--- src/verilog/olcr_pkg.sv ---
`default_nettype none
package olcr_pkg;

  // ==========================================================
  // widths
  localparam int NCH = 8;
  typedef logic [7:0] olcr_byte_t;
  typedef logic [4:0] olcr_addr_t;

  // ==========================================================
  // register offsets (bank pointer reachable from every bank)
  localparam olcr_addr_t OFF_RAIL  = 5'h00;
  localparam olcr_addr_t OFF_LCODE = 5'h01;
  localparam olcr_addr_t OFF_RXPD  = 5'h03;
  localparam olcr_addr_t OFF_TXPD  = 5'h04;
  localparam olcr_addr_t OFF_EXZ   = 5'h05;
  localparam olcr_addr_t OFF_CVDIS = 5'h06;
  localparam olcr_addr_t OFF_CRIT  = 5'h0d;
  localparam olcr_addr_t OFF_GCFG  = 5'h0f;
  localparam olcr_addr_t OFF_FLOAT = 5'h12;
  localparam olcr_addr_t OFF_AIS   = 5'h13;
  localparam olcr_addr_t OFF_AIE   = 5'h14;
  localparam olcr_addr_t OFF_AIL   = 5'h15;
  localparam olcr_addr_t OFF_BANK  = 5'h1f;

  // ==========================================================
  // reset values and fields
  localparam olcr_byte_t RST_REG  = 8'h00;
  localparam olcr_byte_t ALL_ONES = 8'hff;
  localparam int         GCFG_CODE_BIT = 4;

  // ==========================================================
  // bank pointer codes
  localparam olcr_byte_t BP_PRI   = 8'h00;
  localparam olcr_byte_t BP_SEC   = 8'haa;
  localparam olcr_byte_t BP_IND   = 8'h01;
  localparam olcr_byte_t BP_BERT  = 8'h02;
  localparam olcr_byte_t BP_GTEST = 8'h03;
  localparam olcr_byte_t BP_CHTEST [NCH] = '{
    8'h04, 8'h05, 8'h06, 8'h07, 8'h08, 8'h09, 8'ha0, 8'h0b
  };

  typedef enum logic [2:0] {
    BANK_PRI    = 3'b000,
    BANK_SEC    = 3'b001,
    BANK_IND    = 3'b010,
    BANK_BERT   = 3'b011,
    BANK_GTEST  = 3'b100,
    BANK_CHTEST = 3'b101,
    BANK_NONE   = 3'b110
  } olcr_bank_t;

  typedef enum logic [1:0] {
    CRIT_T1231 = 2'b00,
    CRIT_G775  = 2'b01,
    CRIT_ETSI  = 2'b10
  } olcr_crit_t;

  // ==========================================================
  // carriers
  typedef struct packed {
    logic       wr;
    logic       rd;
    olcr_addr_t addr;
    olcr_byte_t wdata;
  } olcr_req_t;

  typedef struct packed {
    olcr_byte_t tx_float;
    olcr_byte_t single_rail;
    olcr_byte_t ami;
    olcr_byte_t rx_pd;
    olcr_byte_t tx_pd;
    olcr_byte_t exz_en;
    olcr_byte_t cv_en;
  } olcr_ctrl_t;

endpackage : olcr_pkg
`default_nettype wire

--- src/verilog/olcr_regs.sv ---
`timescale 1ns/1ps
`default_nettype none
module olcr_regs
(
  input  wire logic                  i_clk,
  input  wire logic                  i_rst,
  input  wire logic                  i_ce,
  input  wire olcr_pkg::olcr_req_t   i_req,
  input  wire logic                  i_out_en,
  input  wire logic                  i_e1_mode,
  input  wire olcr_pkg::olcr_byte_t  i_ais_det,
  output olcr_pkg::olcr_byte_t       o_rdata,
  output olcr_pkg::olcr_ctrl_t       o_ctrl,
  output olcr_pkg::olcr_crit_t [7:0] o_crit,
  output olcr_pkg::olcr_bank_t       o_bank,
  output logic [2:0]                 o_test_chan,
  output logic                       o_irq
);
  import olcr_pkg::*;

  // ==========================================================
  // storage
  olcr_byte_t rail_q;
  olcr_byte_t lcode_q;
  olcr_byte_t rxpd_q;
  olcr_byte_t txpd_q;
  olcr_byte_t exz_q;
  olcr_byte_t cvdis_q;
  olcr_byte_t crit_q;
  olcr_byte_t gcfg_q;
  olcr_byte_t float_q;
  olcr_byte_t aie_q;
  olcr_byte_t bank_q;
  olcr_byte_t rdata_q;
  olcr_byte_t rdata_d;
  olcr_byte_t ais_stat;
  olcr_byte_t ail_lat;
  olcr_byte_t ail_clr;
  logic [NCH-1:0] chm;

  // ==========================================================
  // bank decode
  wire is_pri   = (bank_q == BP_PRI);
  wire is_sec   = (bank_q == BP_SEC);
  wire is_ind   = (bank_q == BP_IND);
  wire is_bert  = (bank_q == BP_BERT);
  wire is_gtest = (bank_q == BP_GTEST);
  wire is_cht   = |chm;

  genvar k;
  generate
    for (k = 0; k < NCH; k++)
    begin : g_chm
      assign chm[k] = (bank_q == BP_CHTEST[k]);
    end
  endgenerate

  assign o_bank = is_pri   ? BANK_PRI    :
                  is_sec   ? BANK_SEC    :
                  is_ind   ? BANK_IND    :
                  is_bert  ? BANK_BERT   :
                  is_gtest ? BANK_GTEST  :
                  is_cht   ? BANK_CHTEST :
                             BANK_NONE;

  // channel index of the selected test bank, zero based
  assign o_test_chan[0] = chm[1] | chm[3] | chm[5] | chm[7];
  assign o_test_chan[1] = chm[2] | chm[3] | chm[6] | chm[7];
  assign o_test_chan[2] = chm[4] | chm[5] | chm[6] | chm[7];

  // ==========================================================
  // address decode
  wire at_rail  = is_sec & (i_req.addr == OFF_RAIL);
  wire at_lcode = is_sec & (i_req.addr == OFF_LCODE);
  wire at_rxpd  = is_sec & (i_req.addr == OFF_RXPD);
  wire at_txpd  = is_sec & (i_req.addr == OFF_TXPD);
  wire at_exz   = is_sec & (i_req.addr == OFF_EXZ);
  wire at_cvdis = is_sec & (i_req.addr == OFF_CVDIS);
  wire at_crit  = is_pri & (i_req.addr == OFF_CRIT);
  wire at_gcfg  = is_pri & (i_req.addr == OFF_GCFG);
  wire at_float = is_pri & (i_req.addr == OFF_FLOAT);
  wire at_ais   = is_pri & (i_req.addr == OFF_AIS);
  wire at_aie   = is_pri & (i_req.addr == OFF_AIE);
  wire at_ail   = is_pri & (i_req.addr == OFF_AIL);
  // pointer stays reachable whatever bank is selected
  wire at_bank  = (i_req.addr == OFF_BANK);

  wire wr_en = i_req.wr & i_ce;
  wire rd_en = i_req.rd & i_ce;

  // ==========================================================
  // read-clear and enable-clear of the alarm latches
  wire clr_rd = rd_en & at_ail;
  wire clr_ie = wr_en & at_aie;

  assign ail_clr = ({NCH{clr_rd}}) |
                   ({NCH{clr_ie}} & aie_q & ~i_req.wdata);

  // ==========================================================
  // register writes
  always_ff @(posedge i_clk)
  begin
    if (i_rst)
    begin
      rail_q  <= RST_REG;
      lcode_q <= RST_REG;
      rxpd_q  <= RST_REG;
      txpd_q  <= RST_REG;
      exz_q   <= RST_REG;
      cvdis_q <= RST_REG;
      crit_q  <= RST_REG;
      gcfg_q  <= RST_REG;
      float_q <= RST_REG;
      aie_q   <= RST_REG;
      bank_q  <= RST_REG;
    end
    else if (wr_en)
    begin
      if (at_rail)
        rail_q <= i_req.wdata;
      if (at_lcode)
        lcode_q <= i_req.wdata;
      if (at_rxpd)
        rxpd_q <= i_req.wdata;
      if (at_txpd)
        txpd_q <= i_req.wdata;
      if (at_exz)
        exz_q <= i_req.wdata;
      if (at_cvdis)
        cvdis_q <= i_req.wdata;
      if (at_crit)
        crit_q <= i_req.wdata;
      if (at_gcfg)
        gcfg_q <= i_req.wdata;
      if (at_float)
        float_q <= i_req.wdata;
      if (at_aie)
        aie_q <= i_req.wdata;
      if (at_bank)
        bank_q <= i_req.wdata;
    end
  end

  // ==========================================================
  // read path: status and latch sampled before any read-clear
  assign rdata_d = ({8{at_rail}}  & rail_q)   |
                   ({8{at_lcode}} & lcode_q)  |
                   ({8{at_rxpd}}  & rxpd_q)   |
                   ({8{at_txpd}}  & txpd_q)   |
                   ({8{at_exz}}   & exz_q)    |
                   ({8{at_cvdis}} & cvdis_q)  |
                   ({8{at_crit}}  & crit_q)   |
                   ({8{at_gcfg}}  & gcfg_q)   |
                   ({8{at_float}} & float_q)  |
                   ({8{at_ais}}   & ais_stat) |
                   ({8{at_aie}}   & aie_q)    |
                   ({8{at_ail}}   & ail_lat)  |
                   ({8{at_bank}}  & bank_q);

  always_ff @(posedge i_clk)
  begin
    if (i_rst)
      rdata_q <= RST_REG;
    else if (rd_en)
      rdata_q <= rdata_d;
  end

  assign o_rdata = rdata_q;

  // ==========================================================
  // per-channel alarm status and interrupt latch
  generate
    for (k = 0; k < NCH; k++)
    begin : g_alarm
      olcr_alarm_chan u_alarm
      (
        .i_clk    (i_clk),
        .i_rst    (i_rst),
        .i_ce     (i_ce),
        .i_det    (i_ais_det[k]),
        .i_ie     (aie_q[k]),
        .i_clr    (ail_clr[k]),
        .o_status (ais_stat[k]),
        .o_latch  (ail_lat[k])
      );
    end
  endgenerate

  assign o_irq = |ail_lat;

  // ==========================================================
  // effective channel controls
  // global code bit overrides both line code and violation disable
  wire        code_ovr = gcfg_q[GCFG_CODE_BIT];
  olcr_byte_t ami_eff;

  assign ami_eff = code_ovr ? ALL_ONES : lcode_q;

  // pin low floats every transmitter regardless of the register
  assign o_ctrl.tx_float    = i_out_en ? float_q : ALL_ONES;
  assign o_ctrl.single_rail = rail_q;
  assign o_ctrl.ami         = ami_eff;
  assign o_ctrl.rx_pd       = rxpd_q;
  assign o_ctrl.tx_pd       = txpd_q;
  assign o_ctrl.exz_en      = exz_q & rail_q & ~ami_eff;
  // hdb3 only exists in e1 mode, so t1 keeps violation detect off
  assign o_ctrl.cv_en       = ~cvdis_q & rail_q & ~ami_eff &
                              {8{i_e1_mode}};

  generate
    for (k = 0; k < NCH; k++)
    begin : g_crit
      assign o_crit[k] = !i_e1_mode ? CRIT_T1231 :
                         crit_q[k]  ? CRIT_ETSI  :
                                      CRIT_G775;
    end
  endgenerate
endmodule : olcr_regs
`default_nettype wire

--- src/verilog/olcr_alarm_chan.sv ---
`timescale 1ns/1ps
`default_nettype none
module olcr_alarm_chan
(
  input  wire logic i_clk,
  input  wire logic i_rst,
  input  wire logic i_ce,
  input  wire logic i_det,
  input  wire logic i_ie,
  input  wire logic i_clr,
  output logic      o_status,
  output logic      o_latch
);
  import olcr_pkg::*;

  logic status_q;
  logic latch_q;
  logic latch_d;
  wire  edge_seen = i_det ^ status_q;

  // ==========================================================
  // set wins over a clear in the same cycle
  assign latch_d = (edge_seen & i_ie) | (latch_q & ~i_clr);

  always_ff @(posedge i_clk)
  begin
    if (i_rst)
    begin
      status_q <= 1'b0;
      latch_q  <= 1'b0;
    end
    else if (i_ce)
    begin
      status_q <= i_det;
      latch_q  <= latch_d;
    end
  end

  assign o_status = status_q;
  assign o_latch  = latch_q;
endmodule : olcr_alarm_chan
`default_nettype wire

--- config.mk ---
export PLATFORM = sky130hd
export DESIGN_NAME = olcr_regs
export DESIGN_NICKNAME = d
export VERILOG_FILES = /design/src/verilog/olcr_pkg.sv /design/src/verilog/olcr_regs.sv /design/src/verilog/olcr_alarm_chan.sv
export SDC_FILE = /design/constraint.sdc
export NUM_CORES = 1
export LEC_CHECK = 0
export BUFFER_PORTS_ARGS = -buffer_cell sky130_fd_sc_hd__clkbuf_2
export CAP_MARGIN = 30
export CORE_ASPECT_RATIO = 0.75
export CORE_MARGIN = 2
export CORE_UTILIZATION = 45
export CTS_CLUSTER_DIAMETER = 50
export CTS_CLUSTER_SIZE = 10
export DETAILED_ROUTE_END_ITERATION = 8
export MAX_ROUTING_LAYER = met4
export PLACE_DENSITY = 0.78
export SETUP_SLACK_MARGIN = 0.1
export SLEW_MARGIN = 20
export SYNTH_ARGS = -nofsm -noshare
export SYNTH_HDL_FRONTEND = slang
export SYNTH_SLANG_ARGS = --single-unit
--- constraint.sdc ---
create_clock -name i_clk -period 4.65 [get_ports i_clk]
set_input_delay 0.2325 -clock i_clk [delete_from_list [all_inputs] [get_ports i_clk]]
set_output_delay 0.2325 -clock i_clk [all_outputs]
set_load 0.01 [all_outputs]
==> impl_metrics.json <==
{
  "status": "completed",
  "cts_buffers": 9,
  "tightest_slew_ns": 0.860,
  "vias": 5469,
  "dr.pass1.iters": 5,
  "finalWirelength_microns": 18700,
  "antenna_found_initial": 0,
  "grt_overflow": 0,
  "power-per-cell-area_mw_per_mm2": 292,
  "post-route-period-util_pct": 53.3,
  "ys.flop_type": "dfxtp_1",
  "cts_hold_buf": 0,
  "dieHeight_microns": 104,
  "tns_ns": 0,
  "ys_seq_elements": 112,
  "port_buffers": 114,
  "syn_area_sq_mm": 0.00600,
  "fp-row-count": 36,
  "hold_ws_ns": 0.141,
  "ir_drop_v": 0.000184,
  "fmax_mhz": 404,
  "grt_pass1_wl_microns": 29100,
  "fin_cells": 922,
  "final_area_sq_mm": 0.00685,
  "clockBufferDepth": 2,
  "place_congestion": 1.02,
  "cts_tree": "done",
  "cp-end-kind": "flip-flop",
  "worstPathMaxFanout": 14,
  "via_per_inst": 5.93,
  "ant_nets": 0,
  "synthArstFlopShare_pct": 0,
  "initial_core_util_pct": 46.1,
  "cp_data_arrival_time_ns": 2.68,
  "r2r_start": "bank_q[0]$_SDFFE_PP0P_",
  "hpwl_microns": 13200,
  "skew_ns": 0.00651,
  "synth_area_per_cell_sq_um": 8.91,
  "drc": 0,
  "finalSetupViolations": 0,
  "coreArea_sq_mm": 0.0130,
  "post-cts-setup-buffer-count": 0,
  "grt_use_total_pct": 27.2,
  "fillers": 1202,
  "clock-root-buffer": "clkbuf_16",
  "grt_max_degree": 72,
  "worstSetupPathType": "reg2reg",
  "fin_crit_ns": 2.48,
  "post_cts_resized": 0,
  "pin_count": 115,
  "fin_nets": 774,
  "rsz0062_at_grt": "false",
  "dpl_cell_area_sq_mm": 0.00651,
  "reg2reg_depth": 5,
  "drt_iter0_drc": 701,
  "clkLatencyLatePin_ns": 0.36,
  "seq_area_frac_synth_pct": 37.3,
  "slew_headroom_pct": 41.2,
  "dp.cells": 905,
  "synth_edf_count": 0,
  "setup.worst_path.start": "bank_q[0]$_SDFFE_PP0P_",
  "path_clk_slew_ns": 0.07,
  "rrSetupSlack_ns": 2.17,
  "required_ns": 4.85,
  "diodes": 0,
  "grt_pass1_vias": 4976,
  "rr_endpoint": "o_rdata[3]$_SDFFE_PP0P_",
  "cts_sinks": 112,
  "area_delta_synth_final_pct": 14.1,
  "p_leak_nw": 3.14,
  "htreeDepth": 3,
  "hp-class": "in2reg",
  "die-area_sq_mm": 0.0143,
  "syn_nets": 702,
  "ys_warn_count": 0,
  "wire_per_inst_microns": 20.3,
  "hold_viol_final": 0,
  "cp-start-kind": "flip-flop",
  "drv_cap": 0,
  "final_layout_size_suffix_gt1_share_pct": 22.8,
  "die_x_microns": 137,
  "ys_types": 76,
  "cp-endpoint": "o_rdata[3]$_SDFFE_PP0P_",
  "final-max-slew-violation-count": 0,
  "netlist_instances": 674
}
[synthesized netlist by cell type (3+ instances only)]
| cell type | count | area share [%] |
|---|---|---|
| a21oi_1 | 38 | 3.2 |
| a221oi_1 | 6 | 0.88 |
| a222oi_1 | 3 | 0.50 |
| a22o_1 | 7 | 1.0 |
| a22oi_1 | 7 | 0.88 |
| a311oi_1 | 4 | 0.58 |
| a31oi_1 | 7 | 0.73 |
| a32oi_1 | 4 | 0.58 |
| and2_1 | 11 | 1.1 |
| and3_1 | 3 | 0.31 |
| and4_1 | 3 | 0.44 |
| buf_2 | 9 | 0.75 |
| buf_6 | 5 | 0.94 |
| clkbuf_1 | 35 | 2.2 |
| clkbuf_8 | 3 | 0.69 |
| dfxtp_1 | 112 | 37 |
| inv_1 | 8 | 0.50 |
| mux2_2 | 6 | 1.1 |
| mux2i_1 | 83 | 14 |
| nand2_1 | 54 | 3.4 |
| nand2b_1 | 14 | 1.5 |
| nand3_1 | 22 | 1.8 |
| nand3_2 | 3 | 0.50 |
| nand3b_1 | 3 | 0.38 |
| nand4_4 | 4 | 1.4 |
| nor2_1 | 89 | 5.6 |
| nor2b_1 | 14 | 1.5 |
| nor3_1 | 6 | 0.50 |
| nor3b_1 | 4 | 0.50 |
| nor3b_2 | 3 | 0.63 |
| nor4b_1 | 9 | 1.3 |
| nor4bb_1 | 5 | 0.83 |
| o21ai_0 | 7 | 0.58 |
| o21bai_1 | 4 | 0.50 |
| o22ai_1 | 4 | 0.42 |
| o311ai_0 | 6 | 0.88 |
| o31ai_1 | 4 | 0.50 |
| or2_2 | 9 | 0.94 |
| or3_1 | 4 | 0.42 |
| xnor2_1 | 4 | 0.58 |
| xor2_1 | 5 | 0.73 |
[final cells by class]
class	instances	area [sq um]	area share, %
Tap cell	171	214	3.12
Clock inverter	4	76.3	1.11
Multi-Input combinational cell	499	3440	50.2
Sequential cell	112	2240	32.7
Timing Repair Buffer	116	588	8.59
Inverter	8	30.0	0.439
Clock buffer	12	256	3.75
[placed cells by master, fill, tap and decap left out, types with 5 or more instances in the layout]
master and instances:
a21oi_1 38, a221oi_1 6, a22o_1 7, a22oi_1 7, a31oi_1 7, and2_1 11
clkbuf_16 9, clkbuf_2 113, dfxtp_1 112, inv_1 8, mux2_2 6, mux2i_1 83
nand2_1 54, nand2b_1 14, nand3_1 22, nor2_1 89, nor2b_1 14, nor3_1 6
nor4b_1 9, nor4bb_1 5, o21ai_0 7, o311ai_0 6, or2_2 9, xor2_1 5
[routing by layer]
| layer | up-vias | share of wire, % | GRT usage [%] |
|---|---|---|---|
| li1 | 2574 | - | - |
| met1 | 2590 | 47 | 40.7 |
| met2 | 281 | 42 | 37.5 |
| met3 | 24 | 8.9 | 5.02 |
| met4 | 0 | 1.6 | 6.63 |
| met5 | - | 0 | - |
[worst max-delay path, stage by stage, from the launching register on]
cell and delay, ns:
dfxtp_1 0.64, nor4_4 0.14, and2_1 0.32, and4_1 0.25
a2111oi_0 0.77, a31oi_1 0.20
[how the worst min path moves through the flow]
stage / start / endpoint / cells after the start
final: i_ais_det[0] / g_alarm[0].u_alarm.o_status$_SDFFE_PP0P_ / 3
after global routing: i_ais_det[0] / g_alarm[0].u_alarm.o_status$_SDFFE_PP0P_ / 3
after global placement: float_q[6]$_SDFFE_PP0P_ / float_q[6]$_SDFFE_PP0P_ / 2
after CTS: i_ais_det[0] / g_alarm[0].u_alarm.o_status$_SDFFE_PP0P_ / 3
after floorplan: i_ais_det[2] / g_alarm[2].u_alarm.o_status$_SDFFE_PP0P_ / 2
after detailed placement: float_q[6]$_SDFFE_PP0P_ / float_q[6]$_SDFFE_PP0P_ / 2
[registers in the layout, indices dropped and copies added (netlist names)]
register / flops
aie_q: 8
bank_q: 8
crit_q: 8
cvdis_q: 8
exz_q: 8
float_q: 8
g_alarm.u_alarm.o_latch: 8
g_alarm.u_alarm.o_status: 8
gcfg_q: 8
lcode_q: 8
o_rdata: 8
rail_q: 8
rxpd_q: 8
txpd_q: 8
[logic make-up (layout without fill, tap and decap cells)]
logic type | count (synthesis) | in the layout | synth area share, %
compound gates | 117 | 117 | 13.6
flops | 112 | 112 | 37.3
buf+inv | 63 | 140 | 5.34
mux | 89 | 89 | 15.0
simple gates | 284 | 284 | 27.4
xor+xnor | 9 | 9 | 1.31
[power breakdown]
| part | internal (mW) | total [mW] | switching, mW |
|---|---|---|---|
| Sequential | 0.968 | 0.978 | 0.00970 |
| Combinational | 0.0498 | 0.166 | 0.116 |
| Clock | 0.503 | 0.858 | 0.355 |
| Total | 1.52 | 2.00 | 0.481 |
[stage by stage]
step | total power [mW] | utilization (%) | setup slack [ns]
after global routing | 2.06 | 52.6 | 2.10
after detailed placement | 1.16 | 50.0 | 1.93
after floorplan | 1.11 | - | 2.82
final | 2.00 | 52.6 | 2.17
after CTS | 2.01 | 52.5 | 1.91
after global placement | 1.16 | 50.0 | 2.00
(Power assumes the default switching activity.)
